--- src/rtl/rscr_pkg.sv ---
// Purpose: Constants for the regulator start-up control register bank.
// Assumes: 8-bit sub-addressed command registers behind a serial engine.
// Notes: Offsets are sub-addresses; reset values are all zero.
package rscr_pkg;
    localparam logic [7:0] RSCR_ADDR_RAIL_ENABLE = 8'h10;
    localparam logic [7:0] RSCR_ADDR_STARTUP = 8'h12;
    localparam logic [7:0] RSCR_ADDR_REF_SLEW = 8'h20;
    localparam logic [7:0] RSCR_RESET_RAIL_ENABLE = 8'h00;
    localparam logic [7:0] RSCR_RESET_STARTUP = 8'h00;
    localparam logic [7:0] RSCR_RESET_REF_SLEW = 8'h00;
    localparam int RSCR_SW_CTRL_BIT = 7;
    localparam int RSCR_HS_MASK_BIT = 7;
    localparam int RSCR_NUM_RAILS = 7;
    // Fault persistence before hard shutdown, and its cycle count at 100 MHz
    localparam int RSCR_CLK_MHZ = 100;
    localparam int RSCR_PG_FAULT_MS = 14;
    localparam int RSCR_PG_FAULT_CYCLES = RSCR_PG_FAULT_MS * 1000 * RSCR_CLK_MHZ;
    // Product variants: base, first, second
    typedef enum logic [1:0] {
        RSCR_VAR_BASE,
        RSCR_VAR_FIRST,
        RSCR_VAR_SECOND
    } rscr_variant_t;
endpackage

--- src/rtl/rscr_regs.sv ---
// Purpose: Command registers for rail enables, start-up and reference/slew.
// Assumes: Writes arrive as held sub-address/data pairs with a commit pulse.
// Notes: Held data is invisible to the rails until the commit pulse.
`timescale 1ns/1ns
`default_nettype none

// Function
// - Software-control bit low: rail enabled by its pin OR its register bit.
// - Software-control bit high: pins ignored, rail follows register bit only.
// - Base variant: mask bit 0 allows hard shutdown, 1 inhibits it.
// - Base/first: start-up bit 0 holds enable until output below 300mV.
// - Base/first: start-up bit 1 enables at once, discharge resistor off.
// - First/second: mask bit polarity reversed, 0 inhibits, 1 allows shutdown.
// - Second: start-up bit 0 no wait, 1 waits for discharge below 300mV.
// - Start-up register at 0x12, resets zero, bits 6..0 map to the rails.
// - Reference/slew register at 0x20, zero reset, select/start bit pairs per rail.
// - Power-on input low clears the whole rail enable register.
// - Mask acts only on faults beyond 14ms, never on fault reporting.
// - Written pairs go to holding latches, committed on STOP.
module rscr_regs #(
    parameter rscr_pkg::rscr_variant_t VARIANT = rscr_pkg::RSCR_VAR_BASE,
    parameter int PG_FAULT_CYCLES = rscr_pkg::RSCR_PG_FAULT_CYCLES
) (
    input wire logic i_clk,
    input wire logic i_resetn,
    input wire logic i_ce,
    input wire logic i_wr_valid,
    input wire logic [7:0] i_wr_addr,
    input wire logic [7:0] i_wr_data,
    input wire logic i_stop,
    input wire logic [7:0] i_rd_addr,
    input wire logic i_power_on_input,
    input wire logic i_buck1_enable_pin,
    input wire logic i_buck2_enable_pin,
    input wire logic i_buck3_enable_pin,
    input wire logic i_buckboost_enable_pin,
    input wire logic i_linreg2_enable_pin,
    input wire logic i_linreg34_enable_pin,
    input wire logic [6:0] i_below_threshold,
    input wire logic i_power_good,
    output logic [7:0] o_rd_data,
    output logic [6:0] o_rail_enable,
    output logic [6:0] o_discharge_on,
    output logic o_hard_shutdown,
    output logic [7:0] o_reference_slew_control,
    output logic o_power_good
);
    import rscr_pkg::*;

    localparam int CW = $clog2(PG_FAULT_CYCLES + 1);
    localparam logic [CW-1:0] FAULT_LIMIT = CW'(PG_FAULT_CYCLES);

    logic [7:0] rail_enable_reg;
    logic [7:0] rail_startup_control;
    logic [7:0] reference_slew_control;
    logic [7:0] hold_enable;
    logic [7:0] hold_startup;
    logic [7:0] hold_ref_slew;
    logic [2:0] hold_dirty;
    logic [6:0] pins;
    logic [6:0] requested;
    logic [6:0] wait_sel;
    logic [6:0] next_rail_enable;
    logic shutdown_allowed;
    logic [CW-1:0] fault_count;

    // Holding latches take each pair; a dirty bit per register marks it for the next STOP
    always_ff @(posedge i_clk) begin
        if (!i_resetn) begin
            hold_enable <= RSCR_RESET_RAIL_ENABLE;
            hold_startup <= RSCR_RESET_STARTUP;
            hold_ref_slew <= RSCR_RESET_REF_SLEW;
            hold_dirty <= 3'h0;
        end else if (i_ce) begin
            if (i_stop) begin
                hold_dirty <= 3'h0;
            end
            if (i_wr_valid) begin
                if (i_wr_addr == RSCR_ADDR_RAIL_ENABLE) begin
                    hold_enable <= i_wr_data;
                    hold_dirty[0] <= 1'b1;
                end else if (i_wr_addr == RSCR_ADDR_STARTUP) begin
                    hold_startup <= i_wr_data;
                    hold_dirty[1] <= 1'b1;
                end else if (i_wr_addr == RSCR_ADDR_REF_SLEW) begin
                    hold_ref_slew <= i_wr_data;
                    hold_dirty[2] <= 1'b1;
                end
            end
        end
    end

    // Rail enable register: power-on low beats any pending commit
    always_ff @(posedge i_clk) begin
        if (!i_resetn) begin
            rail_enable_reg <= RSCR_RESET_RAIL_ENABLE;
        end else if (i_ce) begin
            if (!i_power_on_input) begin
                rail_enable_reg <= RSCR_RESET_RAIL_ENABLE;
            end else if (i_stop && hold_dirty[0]) begin
                rail_enable_reg <= hold_enable;
            end
        end
    end

    // Start-up and reference/slew registers, committed on STOP only
    always_ff @(posedge i_clk) begin
        if (!i_resetn) begin
            rail_startup_control <= RSCR_RESET_STARTUP;
            reference_slew_control <= RSCR_RESET_REF_SLEW;
        end else if (i_ce && i_stop) begin
            if (hold_dirty[1]) begin
                rail_startup_control <= hold_startup;
            end
            if (hold_dirty[2]) begin
                reference_slew_control <= hold_ref_slew;
            end
        end
    end

    // Readback shows held data so software can verify before STOP
    always_ff @(posedge i_clk) begin
        if (!i_resetn) begin
            o_rd_data <= 8'h00;
        end else if (i_ce) begin
            if (i_rd_addr == RSCR_ADDR_RAIL_ENABLE) begin
                o_rd_data <= hold_dirty[0] ? hold_enable : rail_enable_reg;
            end else if (i_rd_addr == RSCR_ADDR_STARTUP) begin
                o_rd_data <= hold_dirty[1] ? hold_startup : rail_startup_control;
            end else if (i_rd_addr == RSCR_ADDR_REF_SLEW) begin
                o_rd_data <= hold_dirty[2] ? hold_ref_slew : reference_slew_control;
            end else begin
                o_rd_data <= 8'h00;
            end
        end
    end

    // Pin vector in register bit order; one pin serves both upper linear rails
    assign pins = {i_linreg34_enable_pin, i_linreg34_enable_pin, i_linreg2_enable_pin,
                   i_buckboost_enable_pin, i_buck3_enable_pin, i_buck2_enable_pin,
                   i_buck1_enable_pin};

    // Software-control bit picks register-only or pin-OR-register
    always_comb begin
        if (rail_enable_reg[RSCR_SW_CTRL_BIT]) begin
            requested = rail_enable_reg[6:0];
        end else begin
            requested = rail_enable_reg[6:0] | pins;
        end
    end

    // Second variant waits on a set bit, the others on a clear bit
    always_comb begin
        if (VARIANT == RSCR_VAR_SECOND) begin
            wait_sel = rail_startup_control[6:0];
        end else begin
            wait_sel = ~rail_startup_control[6:0];
        end
    end

    // Per-rail start gating; an already running rail stays on
    genvar g;
    generate
        for (g = 0; g < RSCR_NUM_RAILS; g++) begin : g_rail
            always_comb begin
                if (!requested[g]) begin
                    next_rail_enable[g] = 1'b0;
                end else if (o_rail_enable[g] || !wait_sel[g]) begin
                    next_rail_enable[g] = 1'b1;
                end else begin
                    next_rail_enable[g] = i_below_threshold[g];
                end
            end
        end
    endgenerate

    // Rail outputs and discharge resistor control, registered
    always_ff @(posedge i_clk) begin
        if (!i_resetn) begin
            o_rail_enable <= 7'h00;
            o_discharge_on <= 7'h7f;
            o_reference_slew_control <= RSCR_RESET_REF_SLEW;
        end else if (i_ce) begin
            o_rail_enable <= next_rail_enable;
            o_reference_slew_control <= reference_slew_control;
            if (VARIANT == RSCR_VAR_SECOND) begin
                o_discharge_on <= 7'h7f;
            end else begin
                o_discharge_on <= ~rail_startup_control[6:0];
            end
        end
    end

    // Mask polarity: base allows on 0, later variants allow on 1
    assign shutdown_allowed = (VARIANT == RSCR_VAR_BASE) ?
        !rail_startup_control[RSCR_HS_MASK_BIT] :
        rail_startup_control[RSCR_HS_MASK_BIT];

    // Fault timer runs regardless of the mask; only shutdown is masked
    always_ff @(posedge i_clk) begin
        if (!i_resetn) begin
            fault_count <= '0;
            o_hard_shutdown <= 1'b0;
            o_power_good <= 1'b0;
        end else if (i_ce) begin
            o_power_good <= i_power_good;
            if (i_power_good) begin
                fault_count <= '0;
            end else if (fault_count != FAULT_LIMIT) begin
                fault_count <= fault_count + CW'(1);
            end
            if (shutdown_allowed && !i_power_good && fault_count == FAULT_LIMIT) begin
                o_hard_shutdown <= 1'b1;
            end else if (i_power_good) begin
                o_hard_shutdown <= 1'b0;
            end
        end
    end
endmodule

`default_nettype wire

--- config.mk ---
export PLATFORM = sky130hd
export DESIGN_NAME = rscr_regs
export DESIGN_NICKNAME = d
export VERILOG_FILES = /design/src/rtl/rscr_pkg.sv /design/src/rtl/rscr_regs.sv
export SDC_FILE = /design/constraint.sdc
export NUM_CORES = 1
export LEC_CHECK = 0
export BUFFER_PORTS_ARGS = -buffer_cell sky130_fd_sc_hd__buf_2
export CAP_MARGIN = 40
export CORE_MARGIN = 2
export CORE_UTILIZATION = 40
export DETAILED_ROUTE_END_ITERATION = 16
export GPL_ROUTABILITY_DRIVEN = 0
export GPL_TIMING_DRIVEN = 0
export SLEW_MARGIN = 25
export SYNTH_ARGS = -nofsm -noshare
export SYNTH_HDL_FRONTEND = slang
export SYNTH_SLANG_ARGS = --single-unit
--- constraint.sdc ---
create_clock -name i_clk -period 5 [get_ports i_clk]
set_input_delay 0 -clock i_clk [delete_from_list [all_inputs] [get_ports i_clk]]
set_output_delay 0 -clock i_clk [all_outputs]
set_load 0.02 [all_outputs]
==> metrics.md, run 1 <==
| Metric | Value |
|---|---|
| Pwr/cell area | `294 mW/mm^2` |
| H-tree depth | `3` |
| Final net count | `637` |
| Initial antenna violation count | `0` |
| Reg with most FFs | `fault_count` |
| Area Growth Syn to Fin | `20.2%` |
| Fin. max-slew vios | `0` |
| Max_cap viols | `0` |
| Syn avg cell area | `9.43 um^2` |
| Finish-stage setup viols | `0` |
| Die Width | `112 um` |
| Worst-margin pin slew | `0.763 ns` |
| CTS tree | `built` |
| Tot Pwr | `1650 uW` |
| Starting density of the core | `41.0%` |
| # Post-CTS Setup Buffers | `0` |
| CP endpoint kind | `flop` |
| Number of flops mapped to enable cells by yosys | `0` |
| TNS Setup | `0 ns` |
| First-pass GRT wire length | `19900 um` |
| Commonest non-fill, non-tap cell in the layout | `dfxtp_1` |
| DR pass1 iterations | `5` |
| Final hold violations | `0` |
| Wirelength per Cell | `16.2 um` |
| Cell count after synthesis | `496` |
| Top_reg_cell synth | `dfxtp_1` |
| Pin count of the biggest net entering global routing | `17` |
| Post-synthesis sequential area ratio | `44.5%` |
| Max reg flops | `21` |
| Synthesis-stage register bit count | `104` |
| Reg clk slew, reported paths | `0.07 ns` |
| Die area | `0.0126 mm^2` |
| CP Class | `reg -> reg` |
| Vias in the first global route | `3949` |
| Clk sinks | `104` |
| # rows | `39` |
| Remaining DRCs | `0` |
| CP Launch Type | `flop` |
| YS warnings | `0` |
| Starting DRC count in detailed routing | `245` |
| Post-Syn Area | `0.00468 mm^2` |
| CORE AREA | `0.0114 mm^2` |
| CP max FO | `7` |
| Die Span Y | `112 um` |
| Inserted Clock Buffers | `9` |
| Filler Cells Inserted | `1145` |
| Clock root cell | `clkbuf_16` |
| Peak supply drop | `0.000368 V` |
| Fmax | `479 MHz` |
| RSZ-0062 raised after global routing | `false` |
| Gr usage total | `19.6%` |
| Share of layout cells above drive strength 1 | `16.3%` |
| Antenna cell count | `0` |
| Final core occ | `49.2%` |
| Synth cell types | `45` |
| PostCTS Resize Cnt | `0` |
| Most frequent cells in the layout | `dfxtp_1 (104), buf_2 (78), mux2i_1 (72)` |
| PortBufs | `75` |
| Clock Skews | `0.00915 ns` |
| Tmin final | `2.09 ns` |
| Final Cycle Share | `41.7%` |
| Min-delay worst type | `in -> reg` |
| Clk_lat worst skew | `0.35 ns` |
| Post-synthesis net count | `542` |
| Dpl hpwl | `9040 um` |
| Worst Path Required | `5.24 ns` |
| Headroom to the max-slew limit | `48.7%` |
| Cts hold-fix bufs | `9` |
| Critical path arrival | `2.32 ns` |
| Leak | `0.00228 uW` |
| Post-route ant nets | `0` |
| Max Root-Sink Buffers | `2` |
| Vias post-DR | `3931` |
| Final wirelength | `11900 um` |
| I/O pin total | `76` |
| GRT overflow | `0` |
| Ys async rst share | `0%` |
| Outcome | `finished, final reports clean` |
| Vias/cell | `5.33` |
metrics by stage:
step,hold slack (ns),area (um^2),setup slack (ns),std cells
after floorplan,0.166,4680,3.08,496
after global placement,0.288,5230,2.66,714
after detailed placement,0.304,5240,2.94,714
after CTS,0.00725,5620,2.94,738
after global routing,0.0265,5620,2.76,738
final,0.0108,5620,2.91,738
layer usage:
layer  GRT usage, %  vias up  wire, um
met5              0        -         0
met4           5.28        0        80
met3           4.16        6       505
met2           33.0       76      5840
met1           25.6     1882      5530
li1               -     1967         -
cell usage after synthesis, drive strengths merged, types with 7 or more instances:
master / count / share of area, %
nor2b: 64 / 8.6
nor2: 15 / 1.2
o22ai: 7 / 0.94
nand3: 11 / 1.3
clkbuf: 24 / 1.9
a21oi: 22 / 2.4
dfxtp: 104 / 45
nand2: 33 / 2.6
o21ai: 28 / 3.0
inv: 9 / 0.72
nor4b: 9 / 1.7
mux2i: 72 / 15
a22oi: 8 / 1.3
nand4: 7 / 0.94
worst paths after layout:
kind / cells past startpoint / startpoint / endpoint / slack (ns)
max: 5 / fault_count[0]$_SDFFE_PN0P_ / fault_count[16]$_SDFFE_PN0P_ / 2.91
min: 3 / i_buckboost_enable_pin / o_rail_enable[3]$_SDFFE_PN0P_ / 0.01
max reg2reg: 5 / fault_count[0]$_SDFFE_PN0P_ / fault_count[16]$_SDFFE_PN0P_ / 2.91
min reg2reg: 2 / o_rail_enable[6]$_SDFFE_PN0P_ / o_rail_enable[6]$_SDFFE_PN0P_ / 0.45
where the power goes:
part / total, uW / leakage [uW] / switching (uW) / internal [uW]
clock: 704 / 0.000146 / 302 / 402
sequential: 841 / 0.000841 / 5.40 / 836
combinational: 107 / 0.00129 / 61.2 / 46.3
total: 1650 / 0.00228 / 369 / 1280
cells by family after synthesis:
logic type | synth area share [%]
mux | 15.4
fa+ha+maj | 0.535
xor+xnor | 1.50
compound gates | 12.6
buf+inv | 3.29
flops | 44.5
simple gates | 22.1
worst max-delay path: stages, from the launching register on:
cell	delay, ns
dfxtp_1	0.44
ha_1	0.27
nand4_1	0.15
nor4_2	0.71
a31oi_1	0.18
a41o_1	0.23
layout make-up:
type,count,area [um^2],share of cell area [%]
Multi-Input combinational cell,352,2450,43.5
Sequential cell,104,2080,37.0
Timing Repair Buffer,84,465,8.28
Clock buffer,11,243,4.32
Tap cell,143,179,3.18
Buffer,30,116,2.07
Clock inverter,4,52.6,0.935
Inverter,10,37.5,0.668
(Power assumes the default switching activity.)
==> run 2, diff against run 1 <==
Settings changed: ABC_AREA from default to 1.
Clock period 5 ns to 1.8 ns, I/O delays scaled along.
==> run 2 against run 1 <==
Die area rose by 0.85%. Global-route usage is 3.0 points higher. Combinational power rose to 4.3 times the previous value. Sequential power increased to 2.9 times the previous value. Sequential share of layout area shrank 1.1 points. Largest power group unchanged.
==> metrics.md, run 2 <==
| Metric | Value |
|---|---|
| Inserted Clock Buffers | `9 (unchanged)` |
| Hold path cells | `5 (+2)` |
| Gr usage total | `22.6% (+3.0 points)` |
| Post-synthesis sequential area ratio | `44.1% (-0.39 points)` |
| Initial antenna violation count | `0 (unchanged)` |
| CORE AREA | `0.0115 mm^2 (+0.43%)` |
| Tmin final | `1.70 ns (-0.387 ns)` |
| Final hold violations | `0 (unchanged)` |
| Finish-stage setup viols | `0 (unchanged)` |
| Pin count of the biggest net entering global routing | `18 (+1)` |
| Synth top area share | `44.1% (-0.39 points)` |
| Outcome | `finished, final reports clean` |
| Critical-path cell list | `inv_2, ha_2, nand2_1, inv_1, nand2_2, nor2_4, nand3_4, nand2_8, inv_4, buf_8, nand3_1, a21oi_1` |
| Worst-margin pin slew | `0.765 ns (+0.00210 ns)` |
| Worst r2r src | `fault_count[0]$_SDFFE_PN0P_` |
| Fmax | `588 MHz (+23%)` |
| Peak supply drop | `0.000401 V (+8.9%)` |
| Fin cells | `926 (+25%)` |
| Dpl hpwl | `10500 um (+16%)` |
| Reg clk slew, reported paths | `0.07 ns (about the same)` |
| Top_reg_cell synth | `dfxtp_1` |
| Max reg flops | `21 (unchanged)` |
| Clock root cell | `clkbuf_16` |
| H-tree depth | `3 (unchanged)` |
| Clk_lat worst skew | `0.35 ns (about the same)` |
| Filler Cells Inserted | `1148 (+0.26%)` |
| First-pass GRT wire length | `22500 um (+13%)` |
| Crit path largest cell delay | `0.36 ns (-0.35 ns)` |
| Post-route ant nets | `0 (unchanged)` |
| TNS Setup | `0 ns (unchanged)` |
| Ys async rst share | `0% (unchanged)` |
| Max Root-Sink Buffers | `2 (unchanged)` |
| Ranking of synthesized cells by area | `dfxtp_1 (44%), nand2_1 (11%), a21oi_1 (8.5%)` |
| Synth cell types | `36 (-20%)` |
| Final WS setup | `0.0997 ns (-2.81 ns)` |
| # rows | `39 (unchanged)` |
| CP Class | `reg -> reg` |
| Post-synthesis net count | `717 (+32%)` |
| PortBufs | `75 (unchanged)` |
| Starting density of the core | `41.1% (+0.19 points)` |
| I/O pin total | `76 (unchanged)` |
| Clk sinks | `104 (unchanged)` |
| Vias/cell | `5.27 (-1.0%)` |
| GRT overflow | `0 (unchanged)` |
| Most frequent cell after synthesis | `nand2_1` |
| Crit-path slowest cell | `dfxtp_4` |
| Final wirelength | `14300 um (+20%)` |
| RSZ-0062 raised after global routing | `false` |
| Pwr/cell area | `822 mW/mm^2 (+180%)` |
| Die area | `0.0127 mm^2 (+0.85%)` |
| Max_cap viols | `0 (unchanged)` |
| CP max FO | `10 (+3)` |
| Post-Syn Area | `0.00472 mm^2 (+0.88%)` |
| Family with the most delay on the worst path | `simple AND/OR/NAND/NOR gates` |
| Final Cycle Share | `94.5% (+53 points)` |
| FF-to-FF path depth | `12 (+7)` |
| CP Buf/Inv Count | `4 (+4)` |
| Share of layout cells above drive strength 1 | `17.5% (+1.2 points)` |
| Commonest non-fill, non-tap cell in the layout | `nand2_1` |
| Synthesis-stage register bit count | `104 (unchanged)` |
| Clock Skews | `0.00739 ns (-0.00176 ns)` |
| Worst Path Required | `2.01 ns (-3.23 ns)` |
| Die Width | `113 um (+0.42%)` |
| DR pass1 iterations | `6 (+1)` |
| Starting DRC count in detailed routing | `412 (+68%)` |
| Critical path arrival | `1.91 ns (-0.41 ns)` |
| Leak | `0.00228 uW (about the same)` |
| Reg with most FFs | `fault_count` |
| Cell count after synthesis | `671 (+35%)` |
| Fin. max-slew vios | `0 (unchanged)` |
| CP endpoint kind | `flop` |
| Placed cell count | `889 (+25%)` |
| Most frequent cells in the layout | `nand2_1 (135), dfxtp_1 (102), nor2_1 (86)` |
| Post-Place Worst Slack | `0.0854 ns (-2.86 ns)` |
| Headroom to the max-slew limit | `49.0% (+0.28 points)` |
| Vias in the first global route | `4499 (+14%)` |
| Number of flops mapped to enable cells by yosys | `0 (unchanged)` |
| WHS Endpoint | `o_rail_enable[6]$_SDFFE_PN0P_` |
| Vias post-DR | `4882 (+24%)` |
| Antenna cell count | `0 (unchanged)` |
| Area leader, netlist | `dfxtp_1` |
| Final net count | `824 (+29%)` |
| Min-delay worst type | `in -> reg` |
| Most instantiated cells after synthesis | `nand2_1 (136), dfxtp_1 (104), nor2_1 (87)` |
| R2r endpoint | `fault_count[1]$_SDFFE_PN0P_` |
| Hold path startpoint | `i_below_threshold[6]` |
| R2r setup slk | `0.1 ns (-2.81 ns)` |
| Die Span Y | `113 um (+0.42%)` |
| Area Growth Syn to Fin | `23.0%` |
| YS warnings | `0 (unchanged)` |
| Wirelength per Cell | `15.5 um (-4.5%)` |
| Syn avg cell area | `7.03 um^2 (-25%)` |
| CP Launch Type | `flop` |
| CTS tree | `built` |
| Remaining DRCs | `0 (unchanged)` |
-- run 2: worst max-delay path by stage --
| stage | endpoint | from | slack, ns | depth (start not counted) |
|---|---|---|---|---|
| 6_report | fault_count[1]$_SDFFE_PN0P_ | fault_count[0]$_SDFFE_PN0P_ | 0.1 | 12 |
| 5_1_grt | fault_count[10]$_SDFFE_PN0P_ | fault_count[0]$_SDFFE_PN0P_ | 0.0003 | 12 |
| 2_1_floorplan | fault_count[0]$_SDFFE_PN0P_ | fault_count[0]$_SDFFE_PN0P_ | 0.35 | 12 |
| 3_3_place_gp | fault_count[20]$_SDFFE_PN0P_ | fault_count[0]$_SDFFE_PN0P_ | 0.09 | 8 |
| 3_5_place_dp | fault_count[1]$_SDFFE_PN0P_ | fault_count[0]$_SDFFE_PN0P_ | 0.09 | 12 |
| 4_1_cts | fault_count[1]$_SDFFE_PN0P_ | fault_count[0]$_SDFFE_PN0P_ | 0.06 | 12 |
-- run 2: power breakdown --
part / total (uW) / leakage (uW) / switching, uW / internal [uW]
registers: 2410 / 0.000848 / 48.3 / 2360
logic: 465 / 0.00130 / 298 / 167
clock network: 1890 / 0.000131 / 915 / 979
-- run 2: timing repair --
item | 4_1_cts | 5_1_grt
setup buffers | 0 | 5
hold buffers | 15 | 0
endpoints found under the hold margin | 26 | 0
endpoints found under the setup margin | 0 | 17
resized for setup | 0 | 13
-- run 2: final cells by class --
| type | count | area [um^2] | area share, % |
|---|---|---|---|
| clock inverter | 6 | 45.0 | 0.776 |
| inverter | 68 | 258 | 4.44 |
| timing repair buffer | 95 | 576 | 9.92 |
| sequential | 104 | 2090 | 36.0 |
| clock buffer | 10 | 239 | 4.12 |
| tap | 143 | 179 | 3.08 |
| buffer | 31 | 144 | 2.48 |
| multi-input combinational | 469 | 2280 | 39.2 |
-- run 2: layer usage --
layer	track usage, %	share of wire [%]	vias up
li1	-	-	2411
met1	32.3	48	2267
met2	35.1	44	184
met3	2.92	6.4	20
met4	7.89	1.6	0
met5	0	0	-
-- run 2: through the flow --
step	cell area [um^2]	power, uW	hold WS, ns	util (%)
2_1_floorplan	4720	2700	0.148	-
3_3_place_gp	5270	2880	0.280	46.0
3_5_place_dp	5270	2890	0.283	46.0
4_1_cts	5710	4770	0.0243	49.8
5_1_grt	5800	4940	0.116	50.6
6_report	5800	4770	0.0222	50.6
-- run 2: cells by family after synthesis --
kind of cell,Yosys count,synth area share (%)
compound gates,180,19.9
xor+xnor,4,0.742
fa+ha+maj,2,0.530
buf+inv,99,8.43
flops,104,44.1
mux,2,0.477
simple gates,280,25.7
-- run 2: worst reg2reg max path: cells and delay by family (launching register included) --
| kind | cells | cell delay, ns |
|---|---|---|
| flops | 1 | 0.36 |
| simple gates | 6 | 0.65 |
| fa+ha+maj | 1 | 0.16 |
| buf+inv | 4 | 0.31 |
| compound gates | 1 | 0.08 |
